`src/design/interval_event_counter_pkg.sv`:
```
// Functional notes
// - Each channel is an independent 16-bit counter with its own reload register.
// - Mode comes from the two lowest mode bits: timer, event, single-shot, PWM.
// - Single-shot mode halts counting on the underflow tick that follows zero, reloading the counter.
// - Timer mode counts down on one of four clock taps, reloads on underflow.
// - Timer mode underflows once every reload plus one source clocks.
// - Timer and event modes count only while the start flag is one.
// - Timer mode raises the interrupt request on each underflow.
// - Reading the count register returns the current counter value.
// - A write while stopped loads both reload register and counter.
// - A write while counting updates only the reload register.
// - Gating lets the input pin level enable or suspend timer counting.
// - Pulse output inverts the output pin on each timer underflow.
// - Channels 0 and 1 single-phase only; channels 2 to 4 also two-phase.
// - Event mode counts selected input pin edges or another timer's overflow.
// - Event direction comes from software or the output pin level.
// - Event mode requests on overflow or underflow and reloads unless free-run.
// - Event rate divided by FFFF minus n plus 1 up, n plus 1 down.
// - Free-run lets the counter wrap without reloading.
// - Pulse output inverts the output pin on each event overflow or underflow; the code leaves the pin undriven in event mode while MODE_DIRP_BIT is set.
`default_nettype none
package interval_event_counter_pkg;
    localparam int          CNT_W          = 16;
    localparam int          ADDR_W         = 4;
    localparam logic [3:0]  OFS_COUNT      = 4'h0;
    localparam logic [3:0]  OFS_MODE       = 4'h1;
    localparam logic [3:0]  OFS_START      = 4'h2;
    localparam logic [3:0]  OFS_STATUS     = 4'h3;
    localparam int          MODE_SEL_LSB   = 0;
    localparam int          MODE_GATE_BIT  = 2;
    localparam int          MODE_GLVL_BIT  = 3;
    localparam int          MODE_PULSE_BIT = 4;
    localparam int          MODE_FREE_BIT  = 5;
    localparam int          MODE_EDGE_BIT  = 6;
    localparam int          MODE_DIRP_BIT  = 7;
    localparam int          MODE_UP_BIT    = 8;
    localparam int          MODE_SRC_LSB   = 9;
    localparam int          MODE_TAP_LSB   = 11;
    localparam logic [12:0] MODE_RST       = 13'h0000;
    localparam logic [15:0] COUNT_RST      = 16'h0000;
    localparam logic [15:0] COUNT_ALL_ONES = 16'hFFFF;
    localparam int          DIV_EIGHT      = 8;
    localparam int          DIV_THIRTYTWO  = 32;
    localparam int          SUB_DIV        = 32;
    typedef enum logic [1:0] {
        MODE_TIMER  = 2'h0,
        MODE_EVENT  = 2'h1,
        MODE_SHOT   = 2'h2,
        MODE_PWM    = 2'h3
    } op_mode_e;
    typedef enum logic [1:0] {
        SRC_PIN     = 2'h0,
        SRC_GRP_B   = 2'h1,
        SRC_NEIGH   = 2'h2
    } ev_src_e;
endpackage : interval_event_counter_pkg
`default_nettype wire

```
`src/design/interval_event_counter_unit.sv`:
```
// The register offsets and strobed register access were decided locally.
`default_nettype none
module interval_event_counter_unit #(
    parameter bit TWO_PHASE_OK = 1'b1
) (
    // Clock and reset
    input  wire logic                                        mclk,
    input  wire logic                                        nrst,
    // Register port
    input  wire logic [interval_event_counter_pkg::ADDR_W-1:0] reg_addr,
    input  wire logic [15:0]                                 reg_wdata,
    input  wire logic                                        reg_wr,
    input  wire logic                                        reg_rd,
    output logic      [15:0]                                 reg_rdata,
    // Count sources
    input  wire logic                                        subclock_tick,
    input  wire logic                                        group_b_third_timer,
    input  wire logic                                        neighbour_group_a_timer,
    // Pins
    input  wire logic                                        channel_input_pin,
    input  wire logic                                        channel_output_pin_in,
    output logic                                             channel_output_pin_out,
    output logic                                             channel_output_pin_oe_n,
    // Events
    output logic                                             wrap_event,
    output logic                                             irq_request
);
    import interval_event_counter_pkg::*;

    logic [15:0] counter;
    logic [15:0] reload;
    logic [12:0] mode_reg;
    logic        start;
    logic        pulse_q;
    logic        in_q;
    logic        out_q;
    logic [4:0]  div_cnt;
    logic [4:0]  sub_cnt;
    logic        sub_q;
    logic        tick;
    logic        up;
    logic        wrap;
    logic        hit_zero;
    logic        running;
    op_mode_e    op_mode;
    logic [1:0]  tap_sel;
    logic [1:0]  src_sel;

    assign op_mode = op_mode_e'(mode_reg[MODE_SEL_LSB +: 2]);
    assign tap_sel = mode_reg[MODE_TAP_LSB +: 2];
    assign src_sel = mode_reg[MODE_SRC_LSB +: 2];
    assign running = start;

    // Prescaler taps
    always_ff @(posedge mclk or negedge nrst) begin
        if (!nrst) begin
            div_cnt <= 5'h00;
        end else begin
            div_cnt <= div_cnt + 5'h01;
        end
    end

    // Subclock divided by thirty-two
    always_ff @(posedge mclk or negedge nrst) begin
        if (!nrst) begin
            sub_cnt <= 5'h00;
            sub_q   <= 1'b0;
        end else begin
            sub_q <= 1'b0;
            if (subclock_tick) begin
                sub_cnt <= sub_cnt + 5'h01;
                sub_q   <= (sub_cnt == 5'(SUB_DIV - 1));
            end
        end
    end

    // Pin history for edges
    always_ff @(posedge mclk or negedge nrst) begin
        if (!nrst) begin
            in_q  <= 1'b0;
            out_q <= 1'b0;
        end else begin
            in_q  <= channel_input_pin;
            out_q <= channel_output_pin_in;
        end
    end

    // Count enable and direction
    always_comb begin
        logic in_rise;
        logic in_fall;
        logic out_rise;
        logic out_fall;
        logic tap;
        tap      = 1'b0;
        in_rise  = channel_input_pin & ~in_q;
        in_fall  = ~channel_input_pin & in_q;
        out_rise = channel_output_pin_in & ~out_q;
        out_fall = ~channel_output_pin_in & out_q;
        tick     = 1'b0;
        up       = 1'b0;
        case (tap_sel)
            2'h0:    tap = 1'b1;
            2'h1:    tap = (div_cnt[2:0] == 3'(DIV_EIGHT - 1));
            2'h2:    tap = (div_cnt == 5'(DIV_THIRTYTWO - 1));
            default: tap = sub_q;
        endcase
        case (op_mode)
            MODE_TIMER, MODE_SHOT: begin
                tick = tap;
                if (mode_reg[MODE_GATE_BIT] &&
                    (channel_input_pin != mode_reg[MODE_GLVL_BIT])) begin
                    tick = 1'b0;
                end
            end
            MODE_EVENT: begin
                if (TWO_PHASE_OK && mode_reg[MODE_DIRP_BIT] &&
                    src_sel == 2'h3) begin
                    tick = channel_output_pin_in & (in_rise | in_fall);
                    up   = in_rise;
                end else begin
                    case (ev_src_e'(src_sel))
                        SRC_PIN:   tick = mode_reg[MODE_EDGE_BIT] ? in_fall : in_rise;
                        SRC_GRP_B: tick = group_b_third_timer;
                        SRC_NEIGH: tick = neighbour_group_a_timer;
                        default:   tick = 1'b0;
                    endcase
                    up = mode_reg[MODE_DIRP_BIT] ? channel_output_pin_in
                                                 : mode_reg[MODE_UP_BIT];
                end
                if (out_rise | out_fall) begin
                    up = up;
                end
            end
            default: tick = 1'b0;
        endcase
        tick = tick & running;
    end

    assign hit_zero = (counter == COUNT_RST);
    assign wrap     = tick && (up ? (counter == COUNT_ALL_ONES) : hit_zero);

    // Counter and reload
    always_ff @(posedge mclk or negedge nrst) begin
        if (!nrst) begin
            counter <= COUNT_RST;
            reload  <= COUNT_RST;
        end else begin
            if (reg_wr && reg_addr == OFS_COUNT) begin
                reload <= reg_wdata;
            end
            if (reg_wr && reg_addr == OFS_COUNT && !start) begin
                counter <= reg_wdata;
            end else if (wrap) begin
                if (op_mode == MODE_EVENT && mode_reg[MODE_FREE_BIT]) begin
                    counter <= up ? COUNT_RST : COUNT_ALL_ONES;
                end else begin
                    counter <= reload;
                end
            end else if (tick) begin
                counter <= up ? counter + 16'h0001 : counter - 16'h0001;
            end
        end
    end

    // Mode and start
    always_ff @(posedge mclk or negedge nrst) begin
        if (!nrst) begin
            mode_reg <= MODE_RST;
            start    <= 1'b0;
        end else begin
            if (reg_wr && reg_addr == OFS_MODE) begin
                mode_reg <= reg_wdata[12:0];
            end
            if (reg_wr && reg_addr == OFS_START) begin
                start <= reg_wdata[0];
            end else if (op_mode == MODE_SHOT && tick && hit_zero) begin
                start <= 1'b0;
            end
        end
    end

    // Pulse output and request
    always_ff @(posedge mclk or negedge nrst) begin
        if (!nrst) begin
            pulse_q     <= 1'b0;
            wrap_event  <= 1'b0;
            irq_request <= 1'b0;
        end else begin
            wrap_event  <= wrap;
            irq_request <= wrap && (op_mode == MODE_TIMER ||
                                    op_mode == MODE_EVENT ||
                                    op_mode == MODE_SHOT);
            if (wrap && mode_reg[MODE_PULSE_BIT]) begin
                pulse_q <= ~pulse_q;
            end
        end
    end

    assign channel_output_pin_out  = pulse_q;
    assign channel_output_pin_oe_n = ~(mode_reg[MODE_PULSE_BIT] &&
                                       !(op_mode == MODE_EVENT && mode_reg[MODE_DIRP_BIT]));

    // Read data
    always_ff @(posedge mclk or negedge nrst) begin
        if (!nrst) begin
            reg_rdata <= 16'h0000;
        end else if (reg_rd) begin
            case (reg_addr)
                OFS_COUNT:  reg_rdata <= counter;
                OFS_MODE:   reg_rdata <= {3'h0, mode_reg};
                OFS_START:  reg_rdata <= {15'h0000, start};
                OFS_STATUS: reg_rdata <= {14'h0000, pulse_q, start};
                default:    reg_rdata <= 16'h0000;
            endcase
        end else begin
            reg_rdata <= 16'h0000;
        end
    end

    AST_IRQ_ON_WRAP: assert property (@(posedge mclk) disable iff (!nrst)
        wrap && op_mode == MODE_TIMER |=> irq_request)
        else $error("timer wrap gave no request");
    AST_RELOAD_AFTER_WRAP: assert property (@(posedge mclk) disable iff (!nrst)
        wrap && !mode_reg[MODE_FREE_BIT] && !reg_wr |=> counter == $past(reload))
        else $error("counter not reloaded");
    AST_HOLD_STOPPED: assert property (@(posedge mclk) disable iff (!nrst)
        !start && !reg_wr |=> $stable(counter))
        else $error("counter moved while stopped");
    AST_WRITE_STOPPED: assert property (@(posedge mclk) disable iff (!nrst)
        reg_wr && reg_addr == OFS_COUNT && !start |=> counter == $past(reg_wdata))
        else $error("stopped write missed counter");
    AST_WRITE_RUNNING: assert property (@(posedge mclk) disable iff (!nrst)
        reg_wr && reg_addr == OFS_COUNT |=> reload == $past(reg_wdata))
        else $error("write missed reload");
    AST_TOGGLE: assert property (@(posedge mclk) disable iff (!nrst)
        wrap && mode_reg[MODE_PULSE_BIT] |=> pulse_q != $past(pulse_q))
        else $error("pulse output not inverted");
    AST_SHOT_HALT: assert property (@(posedge mclk) disable iff (!nrst)
        op_mode == MODE_SHOT && tick && hit_zero && !reg_wr |=> !start)
        else $error("single shot kept running");
    AST_READ_COUNT: assert property (@(posedge mclk) disable iff (!nrst)
        reg_rd && reg_addr == OFS_COUNT |=> reg_rdata == $past(counter))
        else $error("count read mismatch");
    AST_FREE_WRAP: assert property (@(posedge mclk) disable iff (!nrst)
        wrap && up && op_mode == MODE_EVENT && mode_reg[MODE_FREE_BIT] && !reg_wr
        |=> counter == COUNT_RST)
        else $error("free-run did not wrap");
endmodule : interval_event_counter_unit
`default_nettype wire

```
`config.mk`:
```
export PLATFORM = sky130hd
export DESIGN_NAME = interval_event_counter_unit
export DESIGN_NICKNAME = d
export VERILOG_FILES = /design/src/design/interval_event_counter_pkg.sv /design/src/design/interval_event_counter_unit.sv
export SDC_FILE = /design/constraint.sdc
export NUM_CORES = 1
export LEC_CHECK = 0
export BUFFER_PORTS_ARGS = -buffer_cell sky130_fd_sc_hd__buf_2
export CAP_MARGIN = 30
export CORE_ASPECT_RATIO = 1.2
export CORE_MARGIN = 8
export CORE_UTILIZATION = 63
export CTS_CLUSTER_DIAMETER = 200
export DETAILED_ROUTE_END_ITERATION = 12
export HOLD_SLACK_MARGIN = 0.15
export PLACE_DENSITY = 0.85
export SLEW_MARGIN = 20
export SYNTH_ARGS = -nofsm -noshare
export SYNTH_HDL_FRONTEND = slang
export SYNTH_SLANG_ARGS = --single-unit
```
`constraint.sdc`:
```
create_clock -name mclk -period 4.9 [get_ports mclk]
set_input_delay 0.245 -clock mclk [delete_from_list [all_inputs] [get_ports mclk]]
set_output_delay 0.245 -clock mclk [all_outputs]
set_load 0.01 [all_outputs]
```
=== Word level (Yosys, flattened, before mapping) ===
Cells that the tools add are included.

* $add $sub $neg: 4
* Reductions and logical operators: 26
* Bitwise operators: 9
* Multiplexer cells: 21
* Equal/unequal tests: 15

{| class="wikitable"
|+ Operators with widths
! kind !! count
|-
| 16-bit 2-to-1 mux || 7
|-
| 16-bit case mux with 4 select lines || 1
|-
| 16-bit by 1-bit adder with 16-bit output, second input constant || 1
|-
| 16-bit == test, second input constant || 1
|-
| 16-bit logical NOT || 1
|-
| 16-bit by 1-bit subtractor with 16-bit output, second input constant || 1
|-
| 1-bit logical AND || 14
|-
| 5-bit by 1-bit adder with 5-bit output, second input constant || 2
|-
| 5-bit == test, second input constant || 2
|-
| 1-bit 2-to-1 mux || 10
|-
| 2-bit == test, second input constant || 4
|-
| 4-bit by 2-bit == test with 1-bit output, second input constant || 2
|-
| 2-bit by 1-bit == test with 1-bit output, second input constant || 3
|-
| 2-bit logical NOT || 3
|-
| 1-bit case mux with 3 select lines || 2
|-
| 1-bit AND || 4
|-
| 4-bit by 1-bit == test with 1-bit output, second input constant || 1
|-
| 4-bit logical NOT || 1
|-
| 1-bit inverter || 4
|-
| 3-bit == test, second input constant || 1
|-
| 3-bit nonzero test || 1
|-
| 1-bit logical NOT || 2
|-
| 1-bit logical OR || 2
|-
| 1-bit case mux with 2 select lines || 1
|-
| 4 further kinds || 4
|}

* Logic and storage cells: 87
* Flip-flop bits (word level): 77
* Input bits: 29

=== Longest topological paths before layout ===
Gate-level depths: netlist of the first run.

* Depth in word-level cells: 11
* Gate-level depth with buffers: 13
* Gate-level depth less buffers: 13

=== Worst setup path before layout of the first run ===
No wires, ideal clock.

* Path kind: reg-to-reg
* From: reg in_q
* To: reg counter[15]
* Path buffers: 0
* Stages on the path, launching flop included: 14
* Data arrival time: 3.252 ns
* Library setup time: 0.087 ns
* Slack: 1.561 ns
* Path through: dfrtp_1 > inv_1 > ha_1 > nand3_1 > a311oi_4 > inv_1 > ha_1 > a21o_1 > a31oi_2 > a221oi_2 > o41ai_4 > o21ai_1 > a2111o_1 > o211ai_1

* Cells in the longest elaborated chain, start to end: 10
* Elaborated cells between the ends (all ways): 21
* Classes of those cells: mux (13); bitwise (6); reduce/logical (2)

{| class="wikitable"
|+ RTL lines
! element !! RTL line !! source
|-
| start: declaration || interval_event_counter_unit.sv:35 || <nowiki>logic in_q;</nowiki>
|-
| start signal: assignment || interval_event_counter_unit.sv:83 || <nowiki>in_q <= channel_input_pin;</nowiki>
|-
| 1-bit inverter || interval_event_counter_unit.sv:96 || <nowiki>in_rise = channel_input_pin & ~in_q;</nowiki>
|-
| 1-bit AND || interval_event_counter_unit.sv:96 ||
|-
| 1-bit 2-to-1 mux or 1-bit bitwise OR (tied branches) || interval_event_counter_unit.sv:123, interval_event_counter_unit.sv:119 ||
|-
| 1-bit case mux with 3 select lines or 1-bit AND (tied branches) || interval_event_counter_unit.sv:122, interval_event_counter_unit.sv:119 ||
|-
| 1-bit 2-to-1 mux || interval_event_counter_unit.sv:117 || <nowiki>if (TWO_PHASE_OK && mode_reg[MODE_DIRP_BIT] &&</nowiki>
|-
| 1-bit case mux with 2 select lines || interval_event_counter_unit.sv:108 || <nowiki>case (op_mode)</nowiki>
|-
| 1-bit AND || interval_event_counter_unit.sv:137 || <nowiki>tick = tick & running;</nowiki>
|-
| 1-bit logical AND || interval_event_counter_unit.sv:141 || <nowiki>assign wrap = tick && (up ? (counter == COUNT_ALL_ONES) : hit_zero);</nowiki>
|-
| 16-bit 2-to-1 mux || interval_event_counter_unit.sv:154 || <nowiki>end else if (wrap) begin</nowiki>
|-
| 16-bit 2-to-1 mux || interval_event_counter_unit.sv:152 || <nowiki>if (reg_wr && reg_addr == OFS_COUNT && !start) begin</nowiki>
|-
| end signal: assignment || interval_event_counter_unit.sv:153 || <nowiki>counter <= reg_wdata;</nowiki>
|-
| end signal: assignment || interval_event_counter_unit.sv:156 || <nowiki>counter <= up ? COUNT_RST : COUNT_ALL_ONES;</nowiki>
|-
| end signal: assignment || interval_event_counter_unit.sv:158 || <nowiki>counter <= reload;</nowiki>
|-
| end: declaration || interval_event_counter_unit.sv:30 || <nowiki>logic [15:0] counter;</nowiki>
|}

Parallel ways exist; a longest one is shown, timed or not. The select of a mux whose other input is x is not followed.
A chain may end at the register's enable or synchronous reset.

=== Worst setup path after layout of the first run ===
* From: in channel_input_pin
* To: reg counter[15]

* Cells in the longest elaborated chain, start to end: 10
* Elaborated cells between the ends (all ways): 24
* Classes of those cells: eq/ne (1); mux (14); bitwise (6); reduce/logical (3)

{| class="wikitable"
|+ RTL lines
! element !! RTL line !! source
|-
| start: declaration || interval_event_counter_unit.sv:20 || <nowiki>input wire logic channel_input_pin,</nowiki>
|-
| 1-bit inverter || interval_event_counter_unit.sv:97 || <nowiki>in_fall = ~channel_input_pin & in_q;</nowiki>
|-
| 1-bit AND || interval_event_counter_unit.sv:97 ||
|-
| 1-bit 2-to-1 mux or 1-bit bitwise OR (tied branches) || interval_event_counter_unit.sv:123, interval_event_counter_unit.sv:119 ||
|-
| 1-bit case mux with 3 select lines or 1-bit AND (tied branches) || interval_event_counter_unit.sv:122, interval_event_counter_unit.sv:119 ||
|-
| 1-bit 2-to-1 mux || interval_event_counter_unit.sv:117 ||
|-
| 1-bit case mux with 2 select lines || interval_event_counter_unit.sv:108 ||
|-
| 1-bit AND || interval_event_counter_unit.sv:137 ||
|-
| 1-bit logical AND || interval_event_counter_unit.sv:141 ||
|-
| 16-bit 2-to-1 mux || interval_event_counter_unit.sv:154 ||
|-
| 16-bit 2-to-1 mux || interval_event_counter_unit.sv:152 ||
|}

Parallel ways exist; a longest one is shown, timed or not. The select of a mux whose other input is x is not followed.

==> results.md, run 1 <==
- Buffer cell driving the clock tree root: sky130_fd_sc_hd__clkbuf_8
- Worst Tran Pin Value: 0.953 ns
- Vias after detailed routing: 3,441
- Largest buffer count on any clock path: 2
- Required time reported for the critical path endpoint: 5.17 ns
- Maximum level of the CTS H-tree: 3
- Fillers: 472
- Maximum vdd ir drop: 0.000318 V
- Antenna diodes: 0
- I/O pin count: 49
- Setup Skew: 0.0130 ns
- Largest net degree at the start of global routing: 78
- Worst-path maximum fanout: 16
- Final Max Tran Viols: 0
- Crit. End Element: register
- Sequence of cells on the critical path: dlygate4sd3_1, buf_2, ha_1, nand3_1, a311oi_4, inv_1, ha_1, a21o_1, a31oi_2, a221oi_2, o41ai_4, o21ai_1, a2111o_1, o211ai_1
- Unrepaired setup endpoints after global routing: false
- Worst min-delay path category: in2reg
- Starting utilization of the core area: 63.8%
- Top flip-flop cell by instance count after synthesis: sky130_fd_sc_hd__dfrtp_1
- Sum of negative setup slack: 0 ns
- Remaining routing DRC violations: 0
- Run status: finished, final reports clean
- Layout cell share with drive strength beyond 1: 23.9%
- Number of sinks handled by clock tree synthesis: 77
- Register clock-pin slew on the reported worst setup and hold paths: 0.08 ns
- Die footprint: 9680 um2
- Asr flop ratio synth: 100%
- Synthesized Nets: 454
- Post-CTS setup buffer count: 0
- Share of the yosys chip area belonging to registers: 45.1%
- Worst r2r path cells: 13
- Global route overflow: 0
- NumNets Final: 508
- Worst Hold Depth: 2
- Most common cell after layout, fill and taps aside: sky130_fd_sc_hd__dfrtp_1
- Relative slew margins: 36.5%
- Placed instance count: 523
- Count of warnings emitted by yosys: 0
- Initial antenna violation count: 0
- Worst path arrival time: 4.26 ns
- Worst-case setup slack after placement: 1.07 ns
- Synthesized cell area: 4270 um2
- Post-Synthesis Cells: 401
- Iter 0 DRT Violations: 263
- Static leakage: 2.25 nW
- Post-Route Utilization: 72.4%
- Cell variety after synth: 62
- Post-DRT Antenna Nets: 0
- Number of gates resized after CTS: 0
- Startpoint types: primary input
- Total clock buffers created by CTS: 9
- Number of failing hold endpoints at the final stage: 0
- Global-route wire length before repair: 17,600 um
- Max Cap Viol: 0
- Number of buffer and inverter instances along the worst setup path: 3
- Syn Area/Cell: 10.6 um2
- Total of endpoints with negative setup slack in the final report: 0
- Cell type with the highest occurrence count on the critical path: sky130_fd_sc_hd__ha_1
- Cell family with most CP delay: compound AO/OA/AOI/OAI gates
- DR pass1 iterations: 5
- Flip-flop and latch count after synthesis: 77
- Number of hold buffers added after CTS: 6
- Commonest cells after routing, fill and taps aside: 77 x sky130_fd_sc_hd__dfrtp_1, 47 x sky130_fd_sc_hd__buf_2, 38 x sky130_fd_sc_hd__nor2_1, 29 x sky130_fd_sc_hd__mux2_2
- Final weighted congestion in routability-driven placement: 0.920
- Overall track demand over capacity in global routing: 22.4%
- Part of the cycle the worst path needs: 81.5%
- TritonCTS clock tree: done
- Area growth from synthesis to final layout: 13.4%
- Clk Latency, worst-skew pair: 0.35 ns
- Kind of critical path: in2reg
- Area of combinational cells with multiple inputs: 2230 um2
- Die Width: 91.1 um
- Row cnt: 33
- Power density relative to cell area: 540 nW/um2
- Final wirelength: 10,500 um
- Post-DP HPWL: 7400 um
- Crit. path cell count: 14
- Post-route setup slack: 0.904 ns
- Achievable Freq: 0.250 GHz
- Delay contributed by the slowest stage of the critical path: 0.52 ns
- Core outline area: 6690 um2
- Y dimension of the die: 106 um
- I/O Buffers: 48
- Register cell area after layout: 1930 um2
- Average wire per cell in the routed design: 19.2 um
- Period minus WS final: 4.00 ns
- Slowest stage cell on the critical path: sky130_fd_sc_hd__dlygate4sd3_1
- Final cell count without fillers: 547
- Via count of the first global-routing pass: 3,525
- Via density per instance: 6.29
- Top flop regs: counter: 16 flops, reg_rdata: 16 flops, reload: 16 flops
- Post-synth EDFFs: 0
[final cells by class]
cell class / instances / share of cell area (%)
repair buffers: 59 / 7.49
clock inverters: 7 / 1.16
multi-input cells: 298 / 46.0
inverters: 10 / 0.775
well taps: 87 / 2.25
clock buffers: 9 / 2.56
flip-flops and latches: 77 / 39.8
[worst reg2reg max path, stage by stage, from the launching register on]
cell and delay, ns:
sky130_fd_sc_hd__dfrtp_1 0.39, sky130_fd_sc_hd__inv_1 0.08, sky130_fd_sc_hd__ha_1 0.19, sky130_fd_sc_hd__nand3_1 0.15, sky130_fd_sc_hd__a311oi_4 0.52, sky130_fd_sc_hd__inv_1 0.43, sky130_fd_sc_hd__ha_1 0.48, sky130_fd_sc_hd__a21o_1 0.23
sky130_fd_sc_hd__a31oi_2 0.20, sky130_fd_sc_hd__a221oi_2 0.12, sky130_fd_sc_hd__o41ai_4 0.37, sky130_fd_sc_hd__o21ai_1 0.14, sky130_fd_sc_hd__a2111o_1 0.42, sky130_fd_sc_hd__o211ai_1 0.10
[power breakdown]
part | switching [mW] | total [mW] | leakage (nW) | internal (mW)
Clock | 0.257 | 0.447 | 0.0842 | 0.190
Sequential | 0.185 | 0.964 | 0.978 | 0.779
Combinational | 0.635 | 1.20 | 1.19 | 0.570
Total | 1.08 | 2.62 | 2.25 | 1.54
[stage by stage]
stage | hold WS, ns | instance area, um2 | total power, mW
final | 0.161 | 4840 | 2.62
after global routing | 0.159 | 4840 | 2.79
after CTS | 0.152 | 4800 | 2.60
after detailed placement | 0.418 | 4560 | 2.15
after global placement | 0.406 | 4560 | 2.10
after floorplan | -0.0506 | 4270 | 1.86
[worst paths after layout]
check                                   from                     end  slack, ns
hold / removal                 subclock_tick              sub_cnt[0]       0.16
max in group asynchronous               nrst              counter[5]       4.00
setup reg to reg                        in_q             counter[15]       1.01
min in group asynchronous               nrst  channel_output_pin_out       0.31
hold reg to reg                   div_cnt[0]              div_cnt[0]       0.46
setup / recovery           channel_input_pin             counter[15]       0.90
[routing by layer]
metal	track usage (%)	wire length, um	up-vias
met5	0	0	-
met4	7.74	229	0
met3	5.07	663	21
met2	38.6	5360	158
met1	27.0	4230	1691
li1	-	-	1571
[synth_stat cells, drive strengths merged (2+ instances only)]
master | n | area (um2)
nor3b | 2 | 20.0
and2 | 7 | 43.8
buf | 6 | 41.3
nor4 | 6 | 43.8
a21oi | 23 | 115
xnor2 | 11 | 96.3
nand3 | 5 | 37.5
nand2b | 5 | 31.3
ha | 23 | 288
a22oi | 10 | 75.1
mux2i | 17 | 170
inv | 10 | 37.5
o21a | 3 | 23.8
mux2 | 30 | 342
and3 | 5 | 31.3
nor3 | 7 | 35.0
o22ai | 2 | 12.5
nor2b | 3 | 18.8
o41ai | 3 | 45.1
a21o | 4 | 30.0
o21ai | 29 | 145
o211ai | 2 | 15.0
nand4 | 7 | 43.8
o21bai | 2 | 15.0
dfrtp | 77 | 1930
a221oi | 3 | 32.5
a31oi | 3 | 25.0
a211o | 2 | 18.8
nor2 | 38 | 143
a211oi | 2 | 15.0
nand2 | 20 | 77.6
xor2 | 9 | 78.8
clkbuf | 10 | 37.5
[kinds of logic (layout without fill, tap and decap cells)]
logic type / Yosys count / count (layout) / synth area share (%)
AND/OR/NAND/NOR: 110 / 110 / 13.2
AO/OA/AOI/OAI: 97 / 97 / 15.7
flip-flops: 77 / 77 / 45.1
multiplexers: 47 / 47 / 12.0
buffers and inverters: 26 / 85 / 2.73
adder cells (fa/ha/maj): 24 / 24 / 7.21
XOR/XNOR: 20 / 20 / 4.10
No activity file was read; power rests on OpenSTA's default activity.
==> inputs of run 2 (changes only) <==
Settings changed: ABC_AREA set to 1, CORE_UTILIZATION 63 to 59, PLACE_DENSITY 0.85 to 0.8.
Clock period 4.9 ns to 3.9 ns, I/O delays scaled along.
==> results.md, run 2 <==
- Area fraction of the dominant cell type after synthesis: 41.1% (was 45.1%)
- Total of endpoints with negative setup slack in the final report: 0 (unchanged)
- DR pass1 iterations: 5 (unchanged)
- Synthesized Nets: 658 (was 454)
- Die Width: 97.3 um (was 91.1 um)
- Worst r2r path cells: 16 (was 13)
- Power density relative to cell area: 650 nW/um2 (was 540 nW/um2)
- Cell type contributing the most total cell area after synthesis: sky130_fd_sc_hd__dfrtp_1 (unchanged)
- Startpoint types: primary input (unchanged)
- Largest buffer count on any clock path: 2 (unchanged)
- Post-DRT Antenna Nets: 0 (unchanged)
- Count of warnings emitted by yosys: 0 (unchanged)
- Worst Tran Pin Value: 0.889 ns (was 0.953 ns)
- Run status: finished, final reports clean (unchanged)
- I/O pin count: 49 (unchanged)
- Commonest cells after routing, fill and taps aside: 184 x sky130_fd_sc_hd__nand2_1, 77 x sky130_fd_sc_hd__dfrtp_1, 73 x sky130_fd_sc_hd__inv_1, 47 x sky130_fd_sc_hd__buf_2 (was 77 x sky130_fd_sc_hd__dfrtp_1, 47 x sky130_fd_sc_hd__buf_2, 38 x sky130_fd_sc_hd__nor2_1, 29 x sky130_fd_sc_hd__mux2_2)
- Initial antenna violation count: 0 (unchanged)
- Endpoint of the worst register-to-register path: counter[15] (unchanged)
- I/O Buffers: 48 (unchanged)
- Placed instance count: 731 (was 523)
- Y dimension of the die: 114 um (was 106 um)
- Final cell count without fillers: 767 (was 547)
- Top flop regs: counter: 16 flops, reg_rdata: 16 flops, reload: 16 flops (unchanged)
- Layout cell share with drive strength beyond 1: 14.7% (was 23.9%)
- Final weighted congestion in routability-driven placement: 0.938 (was 0.920)
- Synthesized cell area: 4680 um2 (was 4270 um2)
- Number of buffer and inverter instances along the worst setup path: 3 (unchanged)
- Relative slew margins: 40.4% (was 36.5%)
- Overall power after layout: 3.54 mW (was 2.62 mW)
- Via density per instance: 5.67 (was 6.29)
- Buffer cell driving the clock tree root: sky130_fd_sc_hd__clkbuf_8 (unchanged)
- Remaining routing DRC violations: 0 (unchanged)
- Net switching share of the total power: 41.2% (about the same)
- Post-synth EDFFs: 0 (unchanged)
- Final wirelength: 12,700 um (was 10,500 um)
- Flip-flop and latch count after synthesis: 77 (unchanged)
- Sequence of cells on the critical path: dlygate4sd3_1, buf_2, nor2_2, inv_1, nor3_2, nand2_1, mux2_2 (was dlygate4sd3_1, buf_2, ha_1, nand3_1, a311oi_4, inv_1, ha_1, a21o_1, a31oi_2, a221oi_2, o41ai_4, o21ai_1, a2111o_1, o211ai_1)
- Maximum vdd ir drop: 0.000467 V (was 0.000318 V)
- Clock power frac: 22.3% (was 17.1%)
- Crit. path cell count: 7 (was 14)
- Overall track demand over capacity in global routing: 22.8% (was 22.4%)
- Part of the cycle the worst path needs: 71.6%
- Delay contributed by the slowest stage of the critical path: 0.74 ns (was 0.52 ns)
- Crit. End Element: register (unchanged)
- Most instantiated library cell after synthesis: sky130_fd_sc_hd__nand2_1 (was sky130_fd_sc_hd__dfrtp_1)
- Post-Synthesis Cells: 605 (was 401)
- Post-Route Utilization: 70.7% (was 72.4%)
- NetSw: 1.46 mW (was 1.08 mW)
- Register clock-pin slew on the reported worst setup and hold paths: 0.08 ns (about the same)
- Largest net degree at the start of global routing: 78 (unchanged)
- Kind of critical path: in2reg (unchanged)
- Unrepaired setup endpoints after global routing: false (unchanged)
- Die footprint: 11,100 um2 (was 9680 um2)
- Required time reported for the critical path endpoint: 4.14 ns (was 5.17 ns)
- Global-route wire length before repair: 20,500 um (was 17,600 um)
- Leading cell types by count after synthesis: 184 x sky130_fd_sc_hd__nand2_1, 77 x sky130_fd_sc_hd__dfrtp_1, 73 x sky130_fd_sc_hd__inv_1 (was 77 x sky130_fd_sc_hd__dfrtp_1, 38 x sky130_fd_sc_hd__nor2_1, 29 x sky130_fd_sc_hd__mux2_2)
- Origin of the worst setup path: reg_addr[2] (was channel_input_pin)
- Clk Latency, worst-skew pair: 0.35 ns (about the same)
- Core outline area: 7710 um2 (was 6690 um2)
- TritonCTS clock tree: done (unchanged)
- Worst-path maximum fanout: 24 (was 16)
- Static leakage: 2.87 nW (was 2.25 nW)
- Share of the yosys chip area belonging to registers: 41.1% (was 45.1%)
- Number of sinks handled by clock tree synthesis: 77 (unchanged)
- Number of failing hold endpoints at the final stage: 0 (unchanged)
- Top cells by area in the synthesized netlist: sky130_fd_sc_hd__dfrtp_1 41%, sky130_fd_sc_hd__nand2_1 15%, sky130_fd_sc_hd__ha_1 6.1%, sky130_fd_sc_hd__inv_1 5.8%, sky130_fd_sc_hd__a21oi_1 4.5% (was sky130_fd_sc_hd__dfrtp_1 45%, sky130_fd_sc_hd__mux2_2 7.6%, sky130_fd_sc_hd__ha_1 6.7%, sky130_fd_sc_hd__mux2i_1 4.0%, sky130_fd_sc_hd__nor2_1 3.3%)
- Syn Area/Cell: 7.74 um2 (was 10.6 um2)
- Starting utilization of the core area: 60.8% (was 63.8%)
- Cell family with most CP delay: simple AND/OR/NAND/NOR gates (was compound AO/OA/AOI/OAI gates)
- Part of the power in registers: 34.4% (was 36.9%)
- Average wire per cell in the routed design: 16.5 um (was 19.2 um)
- Antenna diodes: 0 (unchanged)
- Setup Skew: 0.00879 ns (was 0.0130 ns)
- Maximum level of the CTS H-tree: 3 (unchanged)
- Vias after detailed routing: 4,349 (was 3,441)
- Worst path arrival time: 3.03 ns (was 4.26 ns)
- Total clock buffers created by CTS: 9 (unchanged)
- Final Max Tran Viols: 0 (unchanged)
- Number of gates resized after CTS: 0 (unchanged)
- Area growth from synthesis to final layout: 16.4% (was 13.4%)
- Cell variety after synth: 41 (was 62)
- Achievable Freq: 0.358 GHz
- Capture point of the worst path: mode_reg[4] (was counter[15])
- Iter 0 DRT Violations: 392 (was 263)
- Top flip-flop cell by instance count after synthesis: sky130_fd_sc_hd__dfrtp_1 (unchanged)
- Asr flop ratio synth: 100% (unchanged)
- Most common cell after layout, fill and taps aside: sky130_fd_sc_hd__nand2_1 (was sky130_fd_sc_hd__dfrtp_1)
- Worst min-delay path category: in2reg (unchanged)
- Startpoint of the worst register-to-register path: in_q (unchanged)
- Global route overflow: 0 (unchanged)
- DP Area: 4960 um2 (was 4560 um2)
- Post-DP HPWL: 8980 um (was 7400 um)
- Via count of the first global-routing pass: 4,306 (was 3,525)
- Period minus WS final: 2.79 ns
- Combinational fraction of design power: 43.2% (was 46.1%)
- Max Cap Viol: 0 (unchanged)
- NumNets Final: 724 (was 508)
- Internal reg-to-reg setup slack: 1.22 ns (was 1.01 ns)
- Row cnt: 35 (was 33)
- Sum of negative setup slack: 0 ns (unchanged)
- Slowest stage cell on the critical path: sky130_fd_sc_hd__nand2_1 (was sky130_fd_sc_hd__dlygate4sd3_1)
- Final std cell area, no fill: 5450 um2 (was 4840 um2)
- Internal cell power: 2.08 mW (was 1.54 mW)
## run 2: cell types whose count changed after synthesis, sizes merged, moves of 17 or more
| cell | change |
|---|---|
| nand2 | +173 |
| inv | +69 |
| nand3 | +39 |
| mux2 | -21 |
| a21oi | +19 |
| mux2i | -17 |
## run 2: worst min-delay path: cells and delay by family
kind | cells | cell delay [ns]
compound gates | 1 | 0.16
buf+inv | 2 | 0.14
## run 2: worst min-delay path by stage
stage | start | endpoint | slack [ns] | cells past startpoint
floorplan | nrst | channel_output_pin_out | -0.10 | 0
global placement | channel_input_pin | in_q | 0.35 | 1
detailed placement | channel_input_pin | in_q | 0.36 | 1
CTS | reg_wdata[8] | mode_reg[8] | 0.17 | 3
global route | reg_wdata[8] | mode_reg[8] | 0.20 | 3
finish | reg_wdata[8] | mode_reg[8] | 0.19 | 3
## run 2: power by group through the flow
stage          Clock [mW]  Combinational (mW)  Sequential, mW
3_3_place_gp            0                1.44            1.22
2_1_floorplan           0                1.17            1.13
6_report            0.792                1.53            1.22
5_1_grt             0.814                1.75            1.24
3_5_place_dp            0                1.48            1.22
4_1_cts             0.798                1.51            1.21
## run 2: what timing repair did
| item | in CTS | in global routing |
|---|---|---|
| endpoints found under the setup margin | 0 | 0 |
| buffers inserted | 0 | 0 |
| hold buffers | 20 | 0 |
| endpoints found under the hold margin | 112 | 0 |
## run 2: layout make-up
class	count	area (um2)
timing repair buffer	69	470
inverter	80	305
tap	92	115
sequential	77	1930
multi-input combinational	434	2370
clock buffer	11	141
clock inverter	4	120
fill	580	2260
## run 2: logic make-up after synthesis
kind of cell             Yosys count  share of synthesized area, %
flip-flops                        77                          41.1
XOR/XNOR                          13                          2.43
AND/OR/NAND/NOR                  303                          29.4
AO/OA/AOI/OAI                     85                          10.0
multiplexers                       9                          2.16
adder cells (fa/ha/maj)           24                          6.57
buffers and inverters             94                          8.23
## run 2: metal layers
| layer | track usage (%) | vias to the layer above | routed length, um |
|---|---|---|---|
| li1 | - | 2073 | - |
| met4 | 10.0 | 0 | 311 |
| met2 | 41.2 | 186 | 6520 |
| met3 | 3.57 | 33 | 745 |
| met5 | 0 | - | 0 |
| met1 | 26.0 | 2057 | 5090 |
## run 2: through the flow
stage / hold WS (ns) / setup WS (ns)
2_1_floorplan: -0.101 / 1.57
4_1_cts: 0.174 / 1.15
6_report: 0.190 / 1.11
3_5_place_dp: 0.360 / 1.24
5_1_grt: 0.197 / 0.912
3_3_place_gp: 0.349 / 1.36
==> inputs of run 3 (changes only) <==
Settings changed: ABC_AREA 1 to 0, CORE_UTILIZATION 59 to 53, PLACE_DENSITY 0.8 to 0.76.
Clock period 3.9 ns to 2.5 ns, I/O delays scaled along.
==> results.md, run 3 (same netlist as run 1, synthesis figures left out) <==
- Largest buffer count on any clock path: 2 (unchanged)
- Cell type with the highest occurrence count on the critical path: sky130_fd_sc_hd__ha_4
- Global route overflow: 0 (unchanged)
- Via density per instance: 6.27 (was 5.67)
- DR pass1 iterations: 5 (unchanged)
- Layout cell share with drive strength beyond 1: 41.2% (was 14.7%)
- Global-route wire length before repair: 21,500 um (was 20,500 um)
- Final Max Tran Viols: 0 (unchanged)
- Worst Hold Depth: 3 (unchanged)
- Final wirelength: 14,200 um (was 12,700 um)
- Sequence of cells on the critical path: inv_2, ha_4, nand3_4, a311oi_4, buf_6, inv_8, ha_4, a21o_4, a31oi_4, a221oi_4, o41ai_4, buf_4, o21ai_1, a2111o_1, o211ai_1 (was dlygate4sd3_1, buf_2, nor2_2, inv_1, nor3_2, nand2_1, mux2_2)
- Period minus WS final: 3.25 ns
- Net switching share of the total power: 40.3% (was 41.2%)
- Die Width: 97.9 um (was 97.3 um)
- Worst-path maximum fanout: 6 (was 24)
- Starting utilization of the core area: 53.5% (was 60.8%)
- Buffer cell driving the clock tree root: sky130_fd_sc_hd__clkbuf_8 (unchanged)
- Most common cell after layout, fill and taps aside: sky130_fd_sc_hd__dfrtp_1 (was sky130_fd_sc_hd__nand2_1)
- Largest net degree at the start of global routing: 78 (unchanged)
- Crit. path cell count: 15 (was 7)
- Total clock buffers created by CTS: 9 (unchanged)
- Register clock-pin slew on the reported worst setup and hold paths: 0.08 ns (about the same)
- Final-layout worst hold slack: 0.181 ns (was 0.190 ns)
- Delay contributed by the slowest stage of the critical path: 0.40 ns (was 0.74 ns)
- Via count of the first global-routing pass: 4,113 (was 4,306)
- I/O Buffers: 48 (unchanged)
- Y dimension of the die: 114 um (about the same)
- Setup Skew: 0.0105 ns (was 0.00879 ns)
- Remaining routing DRC violations: 0 (unchanged)
- I/O pin count: 49 (unchanged)
- Initial antenna violation count: 0 (unchanged)
- Core outline area: 7970 um2 (was 7710 um2)
- Number of sinks handled by clock tree synthesis: 77 (unchanged)
- Iter 0 DRT Violations: 349 (was 392)
- Final weighted congestion in routability-driven placement: 0.922 (was 0.938)
- Sum of negative setup slack: -6.58 ns (was 0 ns)
- Area of combinational cells with multiple inputs: 2540 um2 (was 2370 um2)
- Static leakage: 2.79 nW (was 2.87 nW)
- Run status: complete, but fails checks (was finished, final reports clean)
- Achievable Freq: 0.308 GHz
- Worst Tran Pin Value: 0.545 ns (was 0.889 ns)
- Number of failing hold endpoints at the final stage: 0 (unchanged)
- Top flop regs: counter: 16 flops, reg_rdata: 16 flops, reload: 16 flops (unchanged)
- Clk Latency, worst-skew pair: 0.37 ns (was 0.35 ns)
- Post-Route Utilization: 75.3% (was 70.7%)
- Crit. End Element: register (unchanged)
- Average wire per cell in the routed design: 22.0 um (was 16.5 um)
- NumNets Final: 599 (was 724)
- Antenna diodes: 0 (unchanged)
- Internal cell power: 4.49 mW (was 2.08 mW)
- Kind of critical path: reg2reg (was in2reg)
- Startpoint types: register (was primary input)
- Total of endpoints with negative setup slack in the final report: 13 (was 0)
- Worst r2r path cells: 15 (was 16)
- Post-route setup slack: -0.750 ns (was 1.11 ns)
- Clock power frac: 15.3% (was 22.3%)
- Worst min-delay path category: in2reg (unchanged)
- Die footprint: 11,200 um2 (was 11,100 um2)
- Slowest stage cell on the critical path: sky130_fd_sc_hd__dfrtp_1 (was sky130_fd_sc_hd__nand2_1)
- TritonCTS clock tree: done (unchanged)
- Number of buffer and inverter instances along the worst setup path: 4 (was 3)
- Fillers: 483 (was 580)
- Post-DP HPWL: 8320 um (was 8980 um)
- NetSw: 3.03 mW (was 1.46 mW)
- Area growth from synthesis to final layout: 40.6% (was 16.4%)
- Register cell area after layout: 1930 um2 (unchanged)
- Part of the cycle the worst path needs: 130%
- Row cnt: 36 (was 35)
- Commonest cells after routing, fill and taps aside: 77 x sky130_fd_sc_hd__dfrtp_1, 66 x sky130_fd_sc_hd__buf_4, 47 x sky130_fd_sc_hd__buf_2, 37 x sky130_fd_sc_hd__nor2_1, 29 x sky130_fd_sc_hd__mux2_2 (was 184 x sky130_fd_sc_hd__nand2_1, 77 x sky130_fd_sc_hd__dfrtp_1, 73 x sky130_fd_sc_hd__inv_1, 47 x sky130_fd_sc_hd__buf_2)
- Post-DRT Antenna Nets: 0 (unchanged)
- Max Cap Viol: 0 (unchanged)
- Violations in the final reports: setup timing
- Overall track demand over capacity in global routing: 24.7% (was 22.8%)
- Part of the power in registers: 24.6% (was 34.4%)
- Cell family with most CP delay: compound AO/OA/AOI/OAI gates (was simple AND/OR/NAND/NOR gates)
- Unrepaired setup endpoints after global routing: true (was false)
- Relative slew margins: 63.7% (was 40.4%)
- Maximum level of the CTS H-tree: 3 (unchanged)
- Worst path arrival time: 3.54 ns (was 3.03 ns)
- Maximum vdd ir drop: 0.000593 V (was 0.000467 V)
- Power density relative to cell area: 1250 nW/um2 (was 650 nW/um2)
- Combinational fraction of design power: 60.1% (was 43.2%)
- Required time reported for the critical path endpoint: 2.79 ns (was 4.14 ns)
- Vias after detailed routing: 4,052 (was 4,349)
## run 3: changes by cell type in the layout (fill, tap and decap cells not counted), moves of 9 or more
cell                      change
sky130_fd_sc_hd__a21oi_1     -27
sky130_fd_sc_hd__a22oi_1     +10
sky130_fd_sc_hd__buf_4       +65
sky130_fd_sc_hd__buf_6       +14
sky130_fd_sc_hd__ha_1        -10
sky130_fd_sc_hd__ha_4         +9
sky130_fd_sc_hd__inv_1       -65
sky130_fd_sc_hd__mux2_2      +20
sky130_fd_sc_hd__mux2i_1     +17
sky130_fd_sc_hd__nand2_1    -168
sky130_fd_sc_hd__nand3_1     -38
## run 3: per-stage QoR
stage / power, mW / cell area, um2 / std cells / worst slack (ns)
CTS: 6.59 / 5760 / 634 / -0.564
global route: 7.85 / 6000 / 646 / -0.877
detailed placement: 4.80 / 5000 / 583 / -0.625
finish: 7.51 / 6000 / 646 / -0.750
global placement: 4.69 / 5000 / 583 / -0.557
floorplan: 3.69 / 4300 / 401 / -0.600
## run 3: timing repair
action	in CTS	in global routing
resized for setup	44	27
hold endpoints to repair	131	0
endpoints found under the setup margin	12	14
setup buffers	14	11
pin swaps	20	26
hold buffers	21	0
cloned	1	0
## run 3: final cells by class
class | count | share of cell area [%]
multi-input combinational | 298 | 42.3
sequential | 77 | 32.1
timing repair buffer | 149 | 18.8
clock buffer | 9 | 2.06
tap | 95 | 1.98
clock inverter | 7 | 1.90
inverter | 10 | 0.750
timing repair inverter | 1 | 0.125
## run 3: worst paths after layout
path	startpoint	to	slack, ns
worst max-delay path	in_q	counter[15]	-0.75
worst min register to register	div_cnt[0]	div_cnt[0]	0.45
worst min-delay path	reg_addr[1]	reg_rdata[0]	0.18
min in group asynchronous	nrst	counter[4]	0.23
max in group asynchronous	nrst	reload[10]	1.68
worst max register to register	in_q	counter[15]	-0.75
## run 3: worst register-to-register path: stages, from the launching register on
cell	delay (ns)
sky130_fd_sc_hd__dfrtp_1	0.40
sky130_fd_sc_hd__inv_2	0.07
sky130_fd_sc_hd__ha_4	0.15
sky130_fd_sc_hd__nand3_4	0.08
sky130_fd_sc_hd__a311oi_4	0.36
sky130_fd_sc_hd__buf_6	0.18
sky130_fd_sc_hd__inv_8	0.05
sky130_fd_sc_hd__ha_4	0.23
sky130_fd_sc_hd__a21o_4	0.23
sky130_fd_sc_hd__a31oi_4	0.21
sky130_fd_sc_hd__a221oi_4	0.13
sky130_fd_sc_hd__o41ai_4	0.34
sky130_fd_sc_hd__buf_4	0.18
sky130_fd_sc_hd__o21ai_1	0.09
sky130_fd_sc_hd__a2111o_1	0.38
sky130_fd_sc_hd__o211ai_1	0.10
## run 3: power by group through the flow
stage	logic [mW]	clock network, mW	registers, mW
2_1_floorplan	1.92	0	1.77
6_report	4.52	1.15	1.84
3_3_place_gp	2.88	0	1.81
5_1_grt	4.78	1.21	1.87
4_1_cts	3.63	1.15	1.81
3_5_place_dp	2.99	0	1.82
## run 3: per-layer routing
| layer | track usage (%) | vias up | part of all wire, % |
|---|---|---|---|
| met5 | 0 | - | 0 |
| met4 | 18.2 | 0 | 6.1 |
| met3 | 4.50 | 78 | 7.3 |
| met2 | 42.2 | 239 | 50 |
| met1 | 27.1 | 1980 | 37 |
| li1 | - | 1755 | - |
